<file path="config.mk">
export PLATFORM = sky130hd
export DESIGN_NAME = gied_top
export DESIGN_NICKNAME = d
export VERILOG_FILES = /design/src/gied_pkg.sv /design/src/gied_store_word.sv /design/src/gied_task_check.sv /design/src/gied_top.sv
export SDC_FILE = /design/constraint.sdc
export NUM_CORES = 1
export LEC_CHECK = 0
export ABC_CLOCK_PERIOD_IN_PS = 9780
export BUFFER_PORTS_ARGS = -buffer_cell sky130_fd_sc_hd__buf_4
export CORE_AREA = 8 8 299 301
export DETAILED_ROUTE_END_ITERATION = 7
export DIE_AREA = 0 0 307 309
export GPL_TIMING_DRIVEN = 0
export PLACE_DENSITY = 0.55
export SYNTH_ARGS = -nofsm -noshare
export SYNTH_HDL_FRONTEND = slang
export SYNTH_SLANG_ARGS = --single-unit
</file>
<file path="constraint.sdc">
create_clock -name hclk -period 9.78 [get_ports hclk]
set_clock_uncertainty 0.1 [all_clocks]
set_input_delay 1.956 -clock hclk [delete_from_list [all_inputs] [get_ports hclk]]
set_output_delay 1.956 -clock hclk [all_outputs]
set_load 0.01 [all_outputs]
</file>
<file path="src/gied_pkg.sv">
// Shared constants, encodings and carrier types for the guest exit decider.
package gied_pkg;

  // Register map, byte addresses on the bus.
  localparam logic [7:0] GIED_ADDR_CTRL = 8'h00;
  localparam logic [7:0] GIED_ADDR_OFS_LO = 8'h04;
  localparam logic [7:0] GIED_ADDR_OFS_HI = 8'h08;
  localparam logic [7:0] GIED_ADDR_XBM_LO = 8'h0C;
  localparam logic [7:0] GIED_ADDR_XBM_HI = 8'h10;
  localparam logic [7:0] GIED_ADDR_MASK_LO = 8'h14;
  localparam logic [7:0] GIED_ADDR_MASK_HI = 8'h18;
  localparam logic [7:0] GIED_ADDR_SHD_LO = 8'h1C;
  localparam logic [7:0] GIED_ADDR_SHD_HI = 8'h20;
  localparam logic [7:0] GIED_ADDR_STATUS = 8'h24;

  // Execution control bits in the control register.
  localparam int GIED_CTRL_TS_EXIT = 0;
  localparam int GIED_CTRL_TS_OFS = 1;
  localparam int GIED_CTRL_PAIR_EN = 2;
  localparam int GIED_CTRL_SUP_EN = 3;
  localparam int GIED_CTRL_EXT_EXIT = 4;
  localparam int GIED_CTRL_NMI_EXIT = 5;
  localparam int GIED_CTRL_EXTENDED_INTERRUPT_CONTROLLER = 6;
  localparam int GIED_CTRL_W = 7;
  localparam logic [GIED_CTRL_W-1:0] GIED_CTRL_RST = 7'h00;
  localparam logic [31:0] GIED_WORD_RST = 32'h0000_0000;

  // Model register indices with special treatment in the guest.
  localparam logic [31:0] GIED_MREG_TSC = 32'h0000_0010;
  localparam logic [31:0] GIED_MREG_UCODE = 32'h0000_0079;
  localparam logic [31:0] GIED_MREG_DEADLINE = 32'h0000_06E0;
  localparam logic [31:0] GIED_MREG_LOCAL_INTERRUPT_CONTROLLER_LO = 32'h0000_0800;
  localparam logic [31:0] GIED_MREG_LOCAL_INTERRUPT_CONTROLLER_HI = 32'h0000_08FF;
  localparam logic [31:0] GIED_MREG_TPR = 32'h0000_0808;
  localparam logic [31:0] GIED_MREG_EOI = 32'h0000_080B;
  localparam logic [31:0] GIED_MREG_SELF = 32'h0000_083F;

  typedef enum logic [3:0] {
    OP_NONE = 4'h0, OP_RD_TS = 4'h1, OP_RD_TS_PAIR = 4'h2, OP_MREG_RD = 4'h3,
    OP_MREG_WR = 4'h4, OP_STORE_MW = 4'h5, OP_SUP_SAVE = 4'h6,
    OP_SUP_RESTORE = 4'h7, OP_TASK_SW = 4'h8
  } gied_op_t;

  typedef enum logic [2:0] {
    OUT_NORMAL = 3'h0, OUT_ALTERED = 3'h1, OUT_INV_OPCODE = 3'h2, OUT_EXIT = 3'h3,
    OUT_GP_FAULT = 3'h4, OUT_PAGE_FAULT = 3'h5, OUT_LOCAL_INTERRUPT_CONTROLLER_VIRT = 3'h6
  } gied_outcome_t;

  typedef enum logic [1:0] {
    DW_MEM = 2'h0, DW_REG16 = 2'h1, DW_REG32 = 2'h2, DW_REG64 = 2'h3
  } gied_dwidth_t;

  // Origin of a task switch attempt.
  typedef enum logic [2:0] {
    TS_SW_GATE = 3'h0, TS_BPOF_GATE = 3'h1, TS_DIRECT = 3'h2, TS_HW_GATE = 3'h3,
    TS_RET_NESTED = 3'h4
  } gied_ts_src_t;

  typedef struct packed {
    gied_op_t op;
    logic [31:0] index;
    logic [63:0] operand;
    gied_dwidth_t width;
    logic [63:0] dest_old;
  } gied_req_t;

  typedef struct packed {
    logic [63:0] timestamp_counter;
    logic [63:0] tsc_aux;
    logic [63:0] deadline;
    logic [63:0] cr0;
    logic [63:0] sup_mask;
    logic [63:0] mreg_rdata;
  } gied_state_t;

  typedef struct packed {
    gied_ts_src_t src;
    logic long_mode;
    logic gate_present;
    logic gate_priv_ok;
    logic desc_priv_ok;
    logic sel_in_limit;
    logic desc_page_ok;
    logic desc_fields_ok;
  } gied_task_t;

  typedef struct packed {
    gied_outcome_t outcome;
    logic [63:0] data;
    logic [31:0] count;
    logic count_we;
    logic ucode_load;
    logic vect_valid;
    logic intr_info_valid;
  } gied_resp_t;

endpackage

</file>
<file path="src/gied_store_word.sv">
// Merge of control register zero and its read shadow for the machine-word store.
`timescale 1ns/1ps
module gied_store_word (
  // Sources
  input wire logic [63:0] cr0,
  input wire logic [63:0] mask,
  input wire logic [63:0] shadow,
  // Destination
  input wire gied_pkg::gied_dwidth_t width,
  input wire logic [63:0] dest_old,
  output logic [63:0] result
);
  import gied_pkg::*;

  logic [63:0] merged;

  assign merged = (cr0 & ~mask) | (shadow & mask); // [RULE_09]

  always_comb begin
    unique case (width)
      DW_MEM, DW_REG16: result = {dest_old[63:16], merged[15:0]}; // [RULE_10]
      DW_REG32: result = {32'h0000_0000, merged[31:0]}; // [RULE_11]
      DW_REG64: result = merged;
    endcase
  end

endmodule // gied_store_word

</file>
<file path="src/gied_task_check.sv">
// Ordered checks made before a guest task switch may become a guest exit.
`timescale 1ns/1ps
module gied_task_check (
  // Attempt description
  input wire gied_pkg::gied_task_t task_in,
  // Verdict
  output gied_pkg::gied_outcome_t verdict
);
  import gied_pkg::*;

  logic via_gate;
  logic priv_gate;
  logic priv_desc;
  logic step1_ok;

  assign via_gate = (task_in.src == TS_SW_GATE) || (task_in.src == TS_BPOF_GATE)
                    || (task_in.src == TS_HW_GATE);
  // Hardware events through the table carry no privilege checks.
  assign priv_gate = (task_in.src == TS_SW_GATE) || (task_in.src == TS_BPOF_GATE); // [RULE_21]
  assign priv_desc = (task_in.src == TS_DIRECT); // [RULE_21]
  assign step1_ok = (!via_gate || task_in.gate_present)
                    && (!priv_gate || task_in.gate_priv_ok)
                    && (!priv_desc || task_in.desc_priv_ok);

  // Checks run in order; the first failure decides the fault.
  always_comb begin
    if (task_in.long_mode) begin
      verdict = OUT_GP_FAULT; // [RULE_20]
    end else if (!step1_ok) begin
      verdict = OUT_GP_FAULT; // [RULE_19]
    end else if (!task_in.sel_in_limit) begin
      verdict = OUT_GP_FAULT; // [RULE_19]
    end else if (!task_in.desc_page_ok) begin
      verdict = OUT_PAGE_FAULT; // [RULE_19]
    end else if (!task_in.desc_fields_ok) begin
      verdict = OUT_GP_FAULT; // [RULE_19]
    end else begin
      verdict = OUT_EXIT; // [RULE_18]
    end
  end

endmodule // gied_task_check

</file>
<file path="src/gied_top.sv">
// Guest instruction exit decider with its register slave and event blocking.
//
// Register access over AHB-Lite and the placing of the registers were left to the implementer.
`timescale 1ns/1ps
// Behaviour
// [RULE_01] Guest read of the timer deadline register returns the raw, unoffset deadline.
// [RULE_02] Reads of indices 800H-8FFH are handed to interrupt virtualization when enabled.
// [RULE_03] Both timestamp controls clear: read_timestamp runs normally.
// [RULE_04] Offsetting only: read_timestamp returns counter plus signed offset.
// [RULE_05] Timestamp exiting set: read_timestamp always causes a guest exit.
// [RULE_06] Pair read disabled: read_timestamp_pair raises the invalid opcode fault.
// [RULE_07] Pair with offsetting: offset sum plus count register from aux bits 31:0.
// [RULE_08] Pair with exiting set exits; with both controls clear runs normally.
// [RULE_09] Machine-word store takes masked bits from shadow, the rest from register zero.
// [RULE_10] Memory or 16-bit destination: low 16 bits used, bits 63:16 kept.
// [RULE_11] 32-bit destination: low 32 bits used, bits 63:32 cleared.
// [RULE_12] Write to microcode update trigger loads nothing and simply continues.
// [RULE_13] Writes to 808H, 80BH, 83FH go to interrupt virtualization when enabled.
// [RULE_14] Supervisor save/restore disabled: both raise the invalid opcode fault.
// [RULE_15] Enabled: exit when operand, state mask and bitmap share a set bit.
// [RULE_16] External interrupt exiting: interrupt enable flag stops gating, interrupts exit.
// [RULE_17] With exiting set, set-flag and stack-load shadows still block events.
// [RULE_18] Any guest task switch ends in a guest exit when checks pass.
// [RULE_19] Gate, selector, descriptor read, descriptor fields checked in order first.
// [RULE_20] Long mode task gates, direct task descriptors, nested return: protection fault.
// [RULE_21] Outside long mode privilege checks follow the gate or direct access path.
// [RULE_22] Exit through a table gate records vectoring; interruption info valid is zero.
module gied_top (
  // Clock and reset
  input wire logic hclk,
  input wire logic hresetn,
  // AHB-Lite slave
  input wire logic hsel,
  input wire logic [31:0] haddr,
  input wire logic [1:0] htrans,
  input wire logic hwrite,
  input wire logic [2:0] hsize,
  input wire logic [31:0] hwdata,
  input wire logic hready,
  output logic hreadyout,
  output logic hresp,
  output logic [31:0] hrdata,
  // Instruction decision request and answer
  input wire logic req_valid,
  input wire gied_pkg::gied_req_t req,
  input wire gied_pkg::gied_state_t mstate,
  input wire gied_pkg::gied_task_t task_in,
  output logic resp_valid,
  output gied_pkg::gied_resp_t resp,
  // Event blocking
  input wire logic ext_irq_pending,
  input wire logic nmi_pending,
  input wire logic interrupt_enable_flag,
  input wire logic flag_set_shadow,
  input wire logic stack_load_shadow,
  input wire logic other_block,
  output logic ext_irq_deliver,
  output logic ext_irq_exit,
  output logic nmi_deliver,
  output logic nmi_exit
);
  import gied_pkg::*;

  ////////////////////////////////////////////////////////////////////////////
  // Register file and bus slave

  logic [GIED_CTRL_W-1:0] ctrl_reg;
  logic [63:0] ofs_reg;
  logic [63:0] xbm_reg;
  logic [63:0] mask_reg;
  logic [63:0] shd_reg;
  logic [15:0] exit_cnt_reg;
  logic wr_pend_reg;
  logic [7:0] wr_addr_reg;
  logic [31:0] hrdata_reg;
  logic addr_take;

  function automatic logic [31:0] reg_read(input logic [7:0] a);
    logic [31:0] v;
    v = GIED_WORD_RST;
    unique case (a)
      GIED_ADDR_CTRL: v = {25'h000_0000, ctrl_reg};
      GIED_ADDR_OFS_LO: v = ofs_reg[31:0];
      GIED_ADDR_OFS_HI: v = ofs_reg[63:32];
      GIED_ADDR_XBM_LO: v = xbm_reg[31:0];
      GIED_ADDR_XBM_HI: v = xbm_reg[63:32];
      GIED_ADDR_MASK_LO: v = mask_reg[31:0];
      GIED_ADDR_MASK_HI: v = mask_reg[63:32];
      GIED_ADDR_SHD_LO: v = shd_reg[31:0];
      GIED_ADDR_SHD_HI: v = shd_reg[63:32];
      GIED_ADDR_STATUS: v = {13'h0000, resp.outcome, exit_cnt_reg};
      default: v = GIED_WORD_RST;
    endcase
    return v;
  endfunction

  // Upper address bits are ignored, so the map repeats every 256 bytes.
  assign addr_take = hsel && hready && htrans[1];
  assign hreadyout = 1'b1;
  assign hresp = 1'b0;
  assign hrdata = hrdata_reg;

  always_ff @(posedge hclk or negedge hresetn) begin
    if (!hresetn) begin
      wr_pend_reg <= 1'b0;
      wr_addr_reg <= 8'h00;
      hrdata_reg <= GIED_WORD_RST;
    end else begin
      wr_pend_reg <= addr_take && hwrite;
      if (addr_take) begin
        wr_addr_reg <= {haddr[7:2], 2'b00};
      end
      if (addr_take && !hwrite) begin
        hrdata_reg <= reg_read({haddr[7:2], 2'b00});
      end
    end
  end

  always_ff @(posedge hclk or negedge hresetn) begin
    if (!hresetn) begin
      ctrl_reg <= GIED_CTRL_RST;
      ofs_reg <= {GIED_WORD_RST, GIED_WORD_RST};
      xbm_reg <= {GIED_WORD_RST, GIED_WORD_RST};
      mask_reg <= {GIED_WORD_RST, GIED_WORD_RST};
      shd_reg <= {GIED_WORD_RST, GIED_WORD_RST};
    end else if (wr_pend_reg) begin
      unique case (wr_addr_reg)
        GIED_ADDR_CTRL: ctrl_reg <= hwdata[GIED_CTRL_W-1:0];
        GIED_ADDR_OFS_LO: ofs_reg[31:0] <= hwdata;
        GIED_ADDR_OFS_HI: ofs_reg[63:32] <= hwdata;
        GIED_ADDR_XBM_LO: xbm_reg[31:0] <= hwdata;
        GIED_ADDR_XBM_HI: xbm_reg[63:32] <= hwdata;
        GIED_ADDR_MASK_LO: mask_reg[31:0] <= hwdata;
        GIED_ADDR_MASK_HI: mask_reg[63:32] <= hwdata;
        GIED_ADDR_SHD_LO: shd_reg[31:0] <= hwdata;
        GIED_ADDR_SHD_HI: shd_reg[63:32] <= hwdata;
        default: ;
      endcase
    end
  end

  ////////////////////////////////////////////////////////////////////////////
  // Instruction decision

  logic c_ts_exit;
  logic c_ts_ofs;
  logic c_pair_en;
  logic c_sup_en;
  logic c_extended_interrupt_controller;
  logic [63:0] ts_sum;
  logic [63:0] mw_result;
  gied_outcome_t task_verdict;
  gied_resp_t resp_next;

  function automatic logic in_local_interrupt_controller_range(input logic [31:0] idx);
    return (idx >= GIED_MREG_LOCAL_INTERRUPT_CONTROLLER_LO) && (idx <= GIED_MREG_LOCAL_INTERRUPT_CONTROLLER_HI);
  endfunction

  function automatic logic is_local_interrupt_controller_write(input logic [31:0] idx);
    return (idx == GIED_MREG_TPR) || (idx == GIED_MREG_EOI) || (idx == GIED_MREG_SELF);
  endfunction

  assign c_ts_exit = ctrl_reg[GIED_CTRL_TS_EXIT];
  assign c_ts_ofs = ctrl_reg[GIED_CTRL_TS_OFS];
  assign c_pair_en = ctrl_reg[GIED_CTRL_PAIR_EN];
  assign c_sup_en = ctrl_reg[GIED_CTRL_SUP_EN];
  assign c_extended_interrupt_controller = ctrl_reg[GIED_CTRL_EXTENDED_INTERRUPT_CONTROLLER];
  // Two's complement addition is the signed sum; carry out of bit 63 is dropped.
  assign ts_sum = mstate.timestamp_counter + ofs_reg; // [RULE_04]

  gied_store_word u_store_word (
    .cr0(mstate.cr0),
    .mask(mask_reg),
    .shadow(shd_reg),
    .width(req.width),
    .dest_old(req.dest_old),
    .result(mw_result)
  );

  gied_task_check u_task_check (
    .task_in(task_in),
    .verdict(task_verdict)
  );

  always_comb begin
    resp_next = '0;
    resp_next.outcome = OUT_NORMAL;
    unique case (req.op)
      OP_RD_TS: begin
        if (c_ts_exit) begin
          resp_next.outcome = OUT_EXIT; // [RULE_05]
        end else if (c_ts_ofs) begin
          resp_next.outcome = OUT_ALTERED;
          resp_next.data = ts_sum; // [RULE_04]
        end else begin
          resp_next.data = mstate.timestamp_counter; // [RULE_03]
        end
      end
      OP_RD_TS_PAIR: begin
        if (!c_pair_en) begin
          resp_next.outcome = OUT_INV_OPCODE; // [RULE_06]
        end else if (c_ts_exit) begin
          resp_next.outcome = OUT_EXIT; // [RULE_08]
        end else begin
          resp_next.outcome = c_ts_ofs ? OUT_ALTERED : OUT_NORMAL;
          resp_next.data = c_ts_ofs ? ts_sum : mstate.timestamp_counter; // [RULE_07] [RULE_08]
          resp_next.count = mstate.tsc_aux[31:0]; // [RULE_07]
          resp_next.count_we = 1'b1;
        end
      end
      OP_MREG_RD: begin
        if (req.index == GIED_MREG_DEADLINE) begin
          resp_next.data = mstate.deadline; // [RULE_01]
        end else if (req.index == GIED_MREG_TSC && c_ts_ofs) begin
          resp_next.outcome = OUT_ALTERED;
          resp_next.data = ts_sum;
        end else if (in_local_interrupt_controller_range(req.index) && c_extended_interrupt_controller) begin
          resp_next.outcome = OUT_LOCAL_INTERRUPT_CONTROLLER_VIRT; // [RULE_02]
        end else begin
          resp_next.data = mstate.mreg_rdata;
        end
      end
      OP_MREG_WR: begin
        if (req.index == GIED_MREG_UCODE) begin
          resp_next.outcome = OUT_ALTERED;
          resp_next.ucode_load = 1'b0; // [RULE_12]
        end else if (is_local_interrupt_controller_write(req.index) && c_extended_interrupt_controller) begin
          resp_next.outcome = OUT_LOCAL_INTERRUPT_CONTROLLER_VIRT; // [RULE_13]
        end
      end
      OP_STORE_MW: begin
        resp_next.outcome = OUT_ALTERED;
        resp_next.data = mw_result; // [RULE_09]
      end
      OP_SUP_SAVE, OP_SUP_RESTORE: begin
        if (!c_sup_en) begin
          resp_next.outcome = OUT_INV_OPCODE; // [RULE_14]
        end else if ((req.operand & mstate.sup_mask & xbm_reg) != 64'h0) begin
          resp_next.outcome = OUT_EXIT; // [RULE_15]
        end
      end
      OP_TASK_SW: begin
        resp_next.outcome = task_verdict; // [RULE_18]
        // The originating event is recorded only when a hardware event came through a table gate.
        resp_next.vect_valid = (task_in.src == TS_HW_GATE); // [RULE_22]
        resp_next.intr_info_valid = 1'b0; // [RULE_22]
      end
      default: ;
    endcase
  end

  always_ff @(posedge hclk or negedge hresetn) begin
    if (!hresetn) begin
      resp_valid <= 1'b0;
      resp <= '0;
    end else begin
      resp_valid <= req_valid;
      if (req_valid) begin
        resp <= resp_next;
      end
    end
  end

  // The counter wraps; software reads differences, not absolute totals.
  always_ff @(posedge hclk or negedge hresetn) begin
    if (!hresetn) begin
      exit_cnt_reg <= 16'h0000;
    end else if (req_valid && resp_next.outcome == OUT_EXIT) begin
      exit_cnt_reg <= exit_cnt_reg + 16'h0001;
    end
  end

  ////////////////////////////////////////////////////////////////////////////
  // Event blocking

  logic shadow_blk;
  logic c_ext_exit;
  logic c_nmi_exit;

  // Instruction shadows keep blocking even while exiting is on.
  assign shadow_blk = flag_set_shadow || stack_load_shadow || other_block; // [RULE_17]
  assign c_ext_exit = ctrl_reg[GIED_CTRL_EXT_EXIT];
  assign c_nmi_exit = ctrl_reg[GIED_CTRL_NMI_EXIT];

  always_ff @(posedge hclk or negedge hresetn) begin
    if (!hresetn) begin
      ext_irq_deliver <= 1'b0;
      ext_irq_exit <= 1'b0;
      nmi_deliver <= 1'b0;
      nmi_exit <= 1'b0;
    end else begin
      ext_irq_exit <= c_ext_exit && ext_irq_pending && !shadow_blk; // [RULE_16]
      ext_irq_deliver <= !c_ext_exit && ext_irq_pending && !shadow_blk
                         && interrupt_enable_flag;
      nmi_exit <= c_nmi_exit && nmi_pending && !shadow_blk; // [RULE_17]
      nmi_deliver <= !c_nmi_exit && nmi_pending && !shadow_blk;
    end
  end
endmodule // gied_top

</file>
* Yosys cells after proc, flatten, opt, wreduce, memory -nomap -nowiden
Cells that the tools add are included.
** Word-level totals
- Register bits after elaboration :: 425
- Input port bits :: 641
- Output and inout port bits :: 142
- Logic and storage cells :: 151
** Cells by class
- $add $sub $neg :: 2
- Magnitude comparators :: 2
- Equality and inequality tests :: 38
- Mux-type cells :: 27
- Bitwise gates (word level) :: 6
- Reductions and logical operators :: 52
** Operators with widths (number)
- one-hot mux 32 bit (10 select lines) :: 1
- AND 64 bit :: 4
- two-way mux 64 bit :: 4
- one-hot mux 64 bit (4 select lines) :: 1
- two-way mux 97 bit :: 2
- one-hot mux 64 bit (3 select lines) :: 1
- == test 32 x 12 -> 1 bit (second input constant) :: 3
- two-way mux 67 bit :: 1
- adder 64 bit :: 1
- NOT 64 bit :: 1
- bitwise OR 64 bit :: 1
- nonzero test 64 bit :: 1
- == test 6 x 3 -> 1 bit (second input constant) :: 8
- two-way mux 3 bit :: 11
- two-way mux 33 bit :: 1
- == test 32 x 11 -> 1 bit (second input constant) :: 1
- == test 32 x 5 -> 1 bit (second input constant) :: 1
- == test 32 x 7 -> 1 bit (second input constant) :: 1
- >= comparator 32 x 12 -> 1 bit (second input constant) :: 1
- <= comparator 32 x 12 -> 1 bit (second input constant) :: 1
- == test 6 x 2 -> 1 bit (second input constant) :: 4
- one-hot mux 3 bit (7 select lines) :: 1
- logical AND 1 bit :: 20
- == test 6 x 4 -> 1 bit (second input constant) :: 3
- 20 further kinds :: 53

* Depth between registers and ports, before layout
Gate-level depths: netlist (run 1).
- Word-level depth :: 12
- Gate-level depth with buffers :: 13
- Mapped depth without buffers :: 13

* By module
A second synthesis (run 1) with hierarchy kept.
** Second synthesis, totals
- Cell total of the unflattened synthesis :: 2538
- Area total of the unflattened synthesis :: 25557.0 µm²
** Modules (own cells, without submodules)
- gied_top :: times used 1, cells an instance 2358, area an instance 24275.8 µm², sequential area each 10610.2 µm²
- gied_store_word :: times used 1, cells an instance 171, area an instance 1218.7 µm², sequential area each 0.0 µm²
- gied_task_check :: times used 1, cells an instance 9, area an instance 62.6 µm², sequential area each 0.0 µm²

* Worst setup path before layout (run 1)
Ideal clock, no wire load.
- Path kind :: input to register
- Start point :: in mstate[320] (netlist name)
- End point :: reg resp[98] (netlist name)
- Library setup time :: 0.068 ns
- Arrival :: 4.579 ns
- Data required time :: 9.612 ns
- Path slack :: 5.033 ns
- Cell stages on the path :: 13
- Path buffers :: 0
- Cell sequence :: ha_1 > inv_1 > fa_1 > nor2b_1 > o2111ai_1 > a21oi_1 > o31ai_1 > a2111oi_2 > o21ai_1 > a21oi_1 > o311ai_1 > a2111o_1 > nand3_1
** On the way
- Word-level cells in the longest chain between the ends :: 5
- Elaborated cells between the ends (all ways) :: 8
- Classes of those cells :: 1 x add/sub; 7 x mux
** Ends and longest elaborated chain
- from (decl) :: line gied_top.sv:46 : input wire gied_pkg::gied_state_t mstate,
- adder 64 bit (*) :: line gied_top.sv:169 : assign ts_sum = mstate.timestamp_counter + ofs_reg;
- two-way mux 64 bit :: line gied_top.sv:192, gied_top.sv:206
- two-way mux 97 bit :: line gied_top.sv:202 : end else if (c_ts_exit) begin
- two-way mux 97 bit :: line gied_top.sv:200 : if (!c_pair_en) begin
- one-hot mux 64 bit (4 select lines) (*) :: line gied_top.sv:188 : unique case (req.op)
- to (signal assigned) :: line gied_top.sv:259 : resp <= resp_next;
- to (decl) :: line gied_top.sv:49 : output gied_pkg::gied_resp_t resp,
Every way passes the cells marked *; elsewhere a longest branch is shown, timed or not.
A chain may end at the register's enable or synchronous reset.

* Final worst setup path (run 1)
- Start point :: in req[163] (netlist name)
- End point :: reg resp[75] (netlist name)
** On the way
- Word-level cells in the longest chain between the ends :: 2
- Elaborated cells between the ends (all ways) :: 5
- Classes of those cells :: 4 x eq/ne; 1 x mux
** Ends and longest elaborated chain
- from (decl) :: line gied_top.sv:45 : input wire gied_pkg::gied_req_t req,
- == test 4 x 3 -> 1 bit, or another cell as far along :: line gied_top.sv:188
- one-hot mux 64 bit (4 select lines) (*) :: line gied_top.sv:188
Marks and branches as above.

==> out/qor.log, run 1 <==
INFO  min_path       hold-path-cell-count=1
INFO  timing         finalHoldViolCount=0
INFO  run_status     status=finished, violations left
INFO  min_path       worstHoldStart=resp[3]$_DFFE_PN0P_
INFO  die            floorplan.io_pins=783
INFO  timing         tns=0ns
INFO  cells_and_area layout.cell_area.non_filler=34,100squm
INFO  logic_synthesis syn_area_per_cell=10.0squm
INFO  cells_and_area final_net_count=4,021
INFO  routing        dr.first_iter.drc_count=3,136
INFO  timing         min_period_over_period=0.607
INFO  global_routing global_route.usage.total=0.315
INFO  logic_synthesis count_leader_synth=dfrtp_1
INFO  routing        via_count=26,451
INFO  placed_design  finalWeightedCongestion=1.01
INFO  routing        wirelength=157,000um
INFO  worst_setup_path cp.required=10.18ns
INFO  cts            cts.repair.resized=0
INFO  worst_setup_path crit_arrival=6.34ns
INFO  worst_setup_path cpMaxStageDelayCell=o21ai_1
INFO  cells_and_area syn2layout_area_growth=33.6%
INFO  cts            cts.clk_slew.worst_paths=0.06ns
INFO  routing        wl_per_cell=34.9um
INFO  cts            clk_root_buffer_cell=clkbuf_16
INFO  die            placeableCoreArea=84,600squm
INFO  timing         maxSlewHeadroom=0.00569
INFO  logic_synthesis syn_area=25,500squm
INFO  logic_synthesis synthesis.instances=2,554
INFO  power          peakVddDrop=0.140mV
INFO  global_routing globalRoute.totalOverflow=0
INFO  cts            htree_num_levels=2
INFO  global_routing wire_length_of_the_first_global_routing_pass=212,000um
INFO  cells_and_area largest-register=resp
INFO  logic_synthesis cell_types_with_the_highest_counts_after_synthesis=424 x dfrtp_1, 277 x mux2_2, 164 x nand2_1
INFO  routing        route.detailed.vias_per_inst=5.87
INFO  timing         final_max_slew_viol_count=0
INFO  timing         rsz0062_at_grt=no
INFO  logic_synthesis synth.top_cell.area_share=0.415
INFO  placed_design  placedInstanceArea=32,400squm
INFO  cts            tritoncts=built
INFO  cts            post_cts.repair.setup_buffers=0
INFO  worst_setup_path rrSetupSlack=5.11ns
INFO  cts            post_cts_hold_fix_bufs=0
INFO  worst_setup_path rr_endpoint=resp[75]$_DFFE_PN0P_
INFO  power          power_leakage=15.8nW
INFO  power          power_per_cell_area=162nW/um^2
INFO  die            count_of_standard_cell_rows=107
INFO  run            cap_violations=2
INFO  cts            insertion_delay=0.64ns
INFO  run_status     violations=max-capacitance violations
INFO  placed_design  port_buffers=697
INFO  cells_and_area drive_gt1_frac=0.329
INFO  die            fp.dieH=309um
INFO  logic_synthesis synth_edf_count=0
INFO  logic_synthesis synth_top_area_cell=dfrtp_1
INFO  global_routing via_count_of_the_first_global_routing_pass=26,104
INFO  timing         post-route-min-period=5.94ns
INFO  logic_synthesis synth-main-ff-cell=dfrtp_1
INFO  timing         worst_pin_slew=1.48ns
INFO  routing        route.detailed.drc=0
INFO  min_path       hold_path.class=register to register
INFO  worst_setup_path worstPathMaxFanout=10
INFO  worst_setup_path timing.reg2reg.worst_path_depth=8
INFO  logic_synthesis ys_top_cells_by_area=dfrtp_1 42%, mux2_2 12%, a22o_1 4.2%
INFO  routing        antenna_left=0
INFO  logic_synthesis seq_area_frac_synth=0.415
INFO  worst_setup_path reg2reg_from=ctrl_reg[2]$_DFFE_PN0P_
INFO  cells_and_area largest_register_ff_count=101
INFO  logic_synthesis postSynthRegisterBits=424
INFO  logic_synthesis synth_async_sr_flop_share=1.00
INFO  cells_and_area num-fill-cells=8,667
INFO  worst_setup_path timing.critical_path.mode_cell=clkbuf_1
INFO  global_routing initial_antenna_violation_count=14
INFO  routing        drt-pass1-iter-count=7
INFO  die            initial_core_utilization=0.302
INFO  global_routing grt_max_degree=104
INFO  die            die_x=307um
INFO  logic_synthesis ys_types=82
INFO  die            die_area=94,900squm
INFO  cts            cts.path.max_buffers=3
INFO  timing         final_setup_violations=0
INFO  logic_synthesis yosys_warnings=0
INFO  worst_setup_path timing_worst_setup_path_type=primary input to register
INFO  cts            cts_num_sinks=424
INFO  min_path       hold_path_end=resp[3]$_DFFE_PN0P_
INFO  placed_design  post_detailed_placement_half_perimeter_wirelength=130,000um
INFO  timing         timing.fmax=168MHz
INFO  worst_setup_path type_of_element_launching_the_critical_path=primary input
INFO  worst_setup_path crit_path_cell_trace=clkbuf_1 -> nor2b_1 -> o21ai_1 -> nor2_1 -> a21oi_1 -> clkbuf_1 -> o21ai_0 -> a22o_1
INFO  worst_setup_path end_kind=register
INFO  cts            number_of_buffers_created_by_cts=51
INFO  worst_setup_path max_stage_delay=1.16ns
-- power breakdown --
group / switching (W) / internal, W
combinational: 0.000854 / 0.000586
sequential: 0.000214 / 0.00190
clock: 0.000857 / 0.00113
-- critical path, delay by kind of cell --
family	cells	cell delay [ns]
buf+inv	2	0.87
simple gates	2	0.77
compound gates	4	2.72
-- placed cells by master, fill, tap and decap left out, drive strengths merged, types with 33 or more instances in the layout --
| master | count |
|---|---|
| buf | 730 |
| dfrtp | 424 |
| mux2 | 278 |
| clkbuf | 211 |
| nand2 | 165 |
| a21oi | 160 |
| nand3 | 141 |
| nor2 | 137 |
| a22o | 122 |
| o21ai | 99 |
| mux2i | 76 |
| inv | 75 |
| a221oi | 64 |
| ha | 64 |
| a22oi | 55 |
| a21o | 42 |
| nand4 | 41 |
| o22ai | 37 |
| xnor2 | 36 |
| nor3 | 33 |
-- how the worst max path moves through the flow --
stage	start	end	slack, ns
floorplan	mstate[320]	resp[98]$_DFFE_PN0P_	5.03
global placement	hresetn	hrdata[9]$_DFFE_PN0P_	1.90
detailed placement	req[163]	resp[90]$_DFFE_PN0P_	3.61
CTS	req[163]	resp[90]$_DFFE_PN0P_	4.27
global route	req[163]	resp[75]$_DFFE_PN0P_	4.00
finish	req[163]	resp[75]$_DFFE_PN0P_	3.84
-- metal layers --
layer / track usage / up-vias / share of wire
met5: 0 / - / 0.00034
met4: 0.134 / 10 / 0.052
met3: 0.0695 / 282 / 0.084
met2: 0.509 / 1432 / 0.46
met1: 0.405 / 13396 / 0.40
li1: - / 11331 / -
-- metrics by stage --
step | utilization | power [W] | hold WS [ns] | setup WS (ns) | std cells
after floorplan | - | 0.00278 | 0.329 | 5.03 | 2556
after global placement | 0.381 | 0.00354 | 0.361 | 1.90 | 4397
after detailed placement | 0.383 | 0.00355 | 0.363 | 3.61 | 4406
after CTS | 0.403 | 0.00552 | 0.378 | 4.27 | 4499
after global routing | 0.403 | 0.00571 | 0.390 | 4.00 | 4502
final | 0.403 | 0.00554 | 0.380 | 3.84 | 4508
-- final cells by class --
class,count,area (sq um),share of cell area
inverter,73,274,0.00803
clock buffer,70,1420,0.0415
sequential,424,10600,0.311
buffer,165,639,0.0187
timing repair buffer,706,5410,0.158
tap,1144,1430,0.0419
clock inverter,23,274,0.00803
multi-input combinational,1894,14100,0.412
antenna,9,22.5,0.000660
-- logic make-up after synthesis --
| group | synth area share |
|---|---|
| mux | 0.158 |
| other cells | 0.000294 |
| fa+ha+maj | 0.0321 |
| simple gates | 0.116 |
| buf+inv | 0.0358 |
| compound gates | 0.219 |
| xor+xnor | 0.0230 |
| flops | 0.415 |
Note: power is estimated with default switching activity, not from simulation.
==> run 2, diff against run 1 <==
- ABC_CLOCK_PERIOD_IN_PS: 9780 -> 4900
- PLACE_DENSITY: 0.55 -> 0.57
- clock period: 9.78 -> 4.9 ns (I/O delays scaled with it)
==> run 2 against run 1 <==
  * Sequential power is 100% higher
  * Hold slack worse by 0.15 ns
  * The run ends with design-rule violations left
  * Critical path type unchanged
  * Setup slack worse by 3.7 ns
  * Clock power is 120% higher
  * Largest cell class unchanged
  * Cell area up 0.56%
==> out/qor.log, run 2 (synthesis gave the netlist of run 1 again) <==
INFO  cells_and_area largest-register=resp
INFO  worst_setup_path timing.critical_path.mode_cell=clkbuf_1
INFO  cells_and_area syn2layout_area_growth=34.4%
INFO  timing         worst_pin_slew=1.41ns
INFO  timing         tns=0ns
INFO  placed_design  port_buffers=697
INFO  timing         final_setup_violations=0
INFO  worst_setup_path type_of_element_launching_the_critical_path=primary input
INFO  global_routing globalRoute.totalOverflow=0
INFO  run_status     status=finished, violations left
INFO  run_status     violations=design-rule violations
INFO  worst_setup_path worstPathMaxFanout=10
INFO  timing         rsz0062_at_grt=no
INFO  global_routing via_count_of_the_first_global_routing_pass=26,163
INFO  cells_and_area stdcell_count=4,517
INFO  worst_setup_path timing_worst_setup_path_type=primary input to register
INFO  global_routing grt_max_degree=103
INFO  die            placeableCoreArea=84,600squm
INFO  worst_setup_path crit_arrival=5.11ns
INFO  power          power_per_cell_area=331nW/um^2
INFO  routing        dr.first_iter.drc_count=2,845
INFO  cts            tritoncts=built
INFO  die            die_area=94,900squm
INFO  die            initial_core_utilization=0.302
INFO  worst_setup_path cpMaxStageDelayCell=nor4_4
INFO  global_routing wire_length_of_the_first_global_routing_pass=209,000um
INFO  cts            htree_num_levels=2
INFO  cts            post_cts.repair.setup_buffers=0
INFO  routing        route.detailed.drc=10
INFO  cts            insertion_delay=0.64ns
INFO  min_path       hold_path.class=primary input to async pin
INFO  placed_design  dp_cells=4,405
INFO  die            count_of_standard_cell_rows=107
INFO  cts            cts_num_sinks=424
INFO  timing         setup_slack=0.141ns
INFO  cts            clk_root_buffer_cell=clkbuf_16
INFO  global_routing global_route.usage.total=0.312
INFO  timing         finalHoldViolCount=0
INFO  cts            number_of_buffers_created_by_cts=52
INFO  routing        wirelength=157,000um
INFO  timing         hold-worst-slack=0.229ns
INFO  timing         final_max_slew_viol_count=0
INFO  cells_and_area largest_register_ff_count=101
INFO  cts            cts.clk_slew.worst_paths=0.06ns
INFO  die            fp.dieH=309um
INFO  worst_setup_path end_kind=register
INFO  timing         timing.fmax=210MHz
INFO  worst_setup_path crit_path_cell_trace=buf_4 -> nor4_1 -> nand4_2 -> nor4_4 -> nor2_1 -> clkbuf_1 -> clkbuf_1 -> nand3_1 -> a21boi_0 -> o221ai_1
INFO  die            die_x=307um
INFO  routing        wl_per_cell=34.7um
INFO  timing         min_period_over_period=0.971
INFO  global_routing initial_antenna_violation_count=27
INFO  die            floorplan.io_pins=783
INFO  worst_setup_path cp.required=5.25ns
INFO  placed_design  dp_worst_setup_slack=-0.311ns
INFO  worst_setup_path max_stage_delay=0.91ns
INFO  cts            post_cts_hold_fix_bufs=0
INFO  cells_and_area final_net_count=4,022
INFO  run            cap_violations=0
INFO  routing        route.detailed.vias_per_inst=5.92
INFO  cells_and_area drive_gt1_frac=0.330
INFO  cells_and_area most-common-layout-cells=700 x buf_4, 424 x dfrtp_1, 277 x mux2_2
INFO  cells_and_area fin_util=0.406
INFO  cts            cts.path.max_buffers=3
INFO  worst_setup_path timing.reg2reg.worst_path_depth=13
INFO  placed_design  finalWeightedCongestion=0.994
INFO  routing        antenna_left=0
INFO  routing        drt-pass1-iter-count=8
INFO  timing         maxSlewHeadroom=0.0548
INFO  placed_design  post_detailed_placement_half_perimeter_wirelength=129,000um
INFO  power          peakVddDrop=0.246mV
INFO  power          power_leakage=15.9nW
INFO  cells_and_area mostFrequentLayoutCell=buf_4
INFO  cts            cts.repair.resized=0
INFO  timing         post-route-min-period=4.76ns
INFO  routing        via_count=26,756
==> run 2: through the flow <==
stage | instance area, sq um | power (W)
after global routing | 34300 | 0.0117
after global placement | 32200 | 0.00704
after detailed placement | 32400 | 0.00707
final | 34300 | 0.0113
after floorplan | 25600 | 0.00555
after CTS | 34300 | 0.0113
==> run 2: path summary, 6_finish.rpt <==
| check | start | slack, ns | to |
|---|---|---|---|
| setup / recovery | req[156] | 0.14 | resp[93]$_DFFE_PN0P_ |
| hold / removal | hresetn | 0.23 | hrdata[0]$_DFFE_PN0P_ |
| setup reg to reg | ofs_reg[0]$_DFFE_PN0P_ | 0.39 | resp[98]$_DFFE_PN0P_ |
| hold reg to reg | exit_cnt_reg[15]$_DFFE_PN0P_ | 0.38 | exit_cnt_reg[15]$_DFFE_PN0P_ |
| max in group asynchronous | hresetn | 3.00 | resp[35]$_DFFE_PN0P_ |
| min in group hclk | exit_cnt_reg[15]$_DFFE_PN0P_ | 0.38 | exit_cnt_reg[15]$_DFFE_PN0P_ |
==> run 2: worst max-delay path, delay by kind of cell <==
family,cells,cell delay [ns]
buffers and inverters,3,0.92
AND/OR/NAND/NOR,5,2.23
AO/OA/AOI/OAI,2,0.96
==> run 2: report_power, final <==
group          internal (W)  switching [W]  total [W]
sequential          0.00379       0.000430    0.00422
combinational       0.00117        0.00170    0.00287
clock               0.00255        0.00171    0.00426
==> run 2: routing by layer <==
metal / vias up / global-route usage / part of all wire
li1: 11318 / - / -
met1: 13556 / 0.388 / 0.38
met2: 1564 / 0.504 / 0.46
met3: 296 / 0.0795 / 0.096
met4: 22 / 0.155 / 0.058
met5: - / 0 / 0.00098
==> run 2: layout make-up <==
type,instances,area [sq um]
plain buffers,165,639
clock inverters,20,310
fillers,8670,50300
multi-input cells,1894,14100
well taps,1144,1430
diodes,16,40.0
clock buffers,75,1570
flip-flops and latches,424,10600
repair buffers,706,5400
inverters,73,274
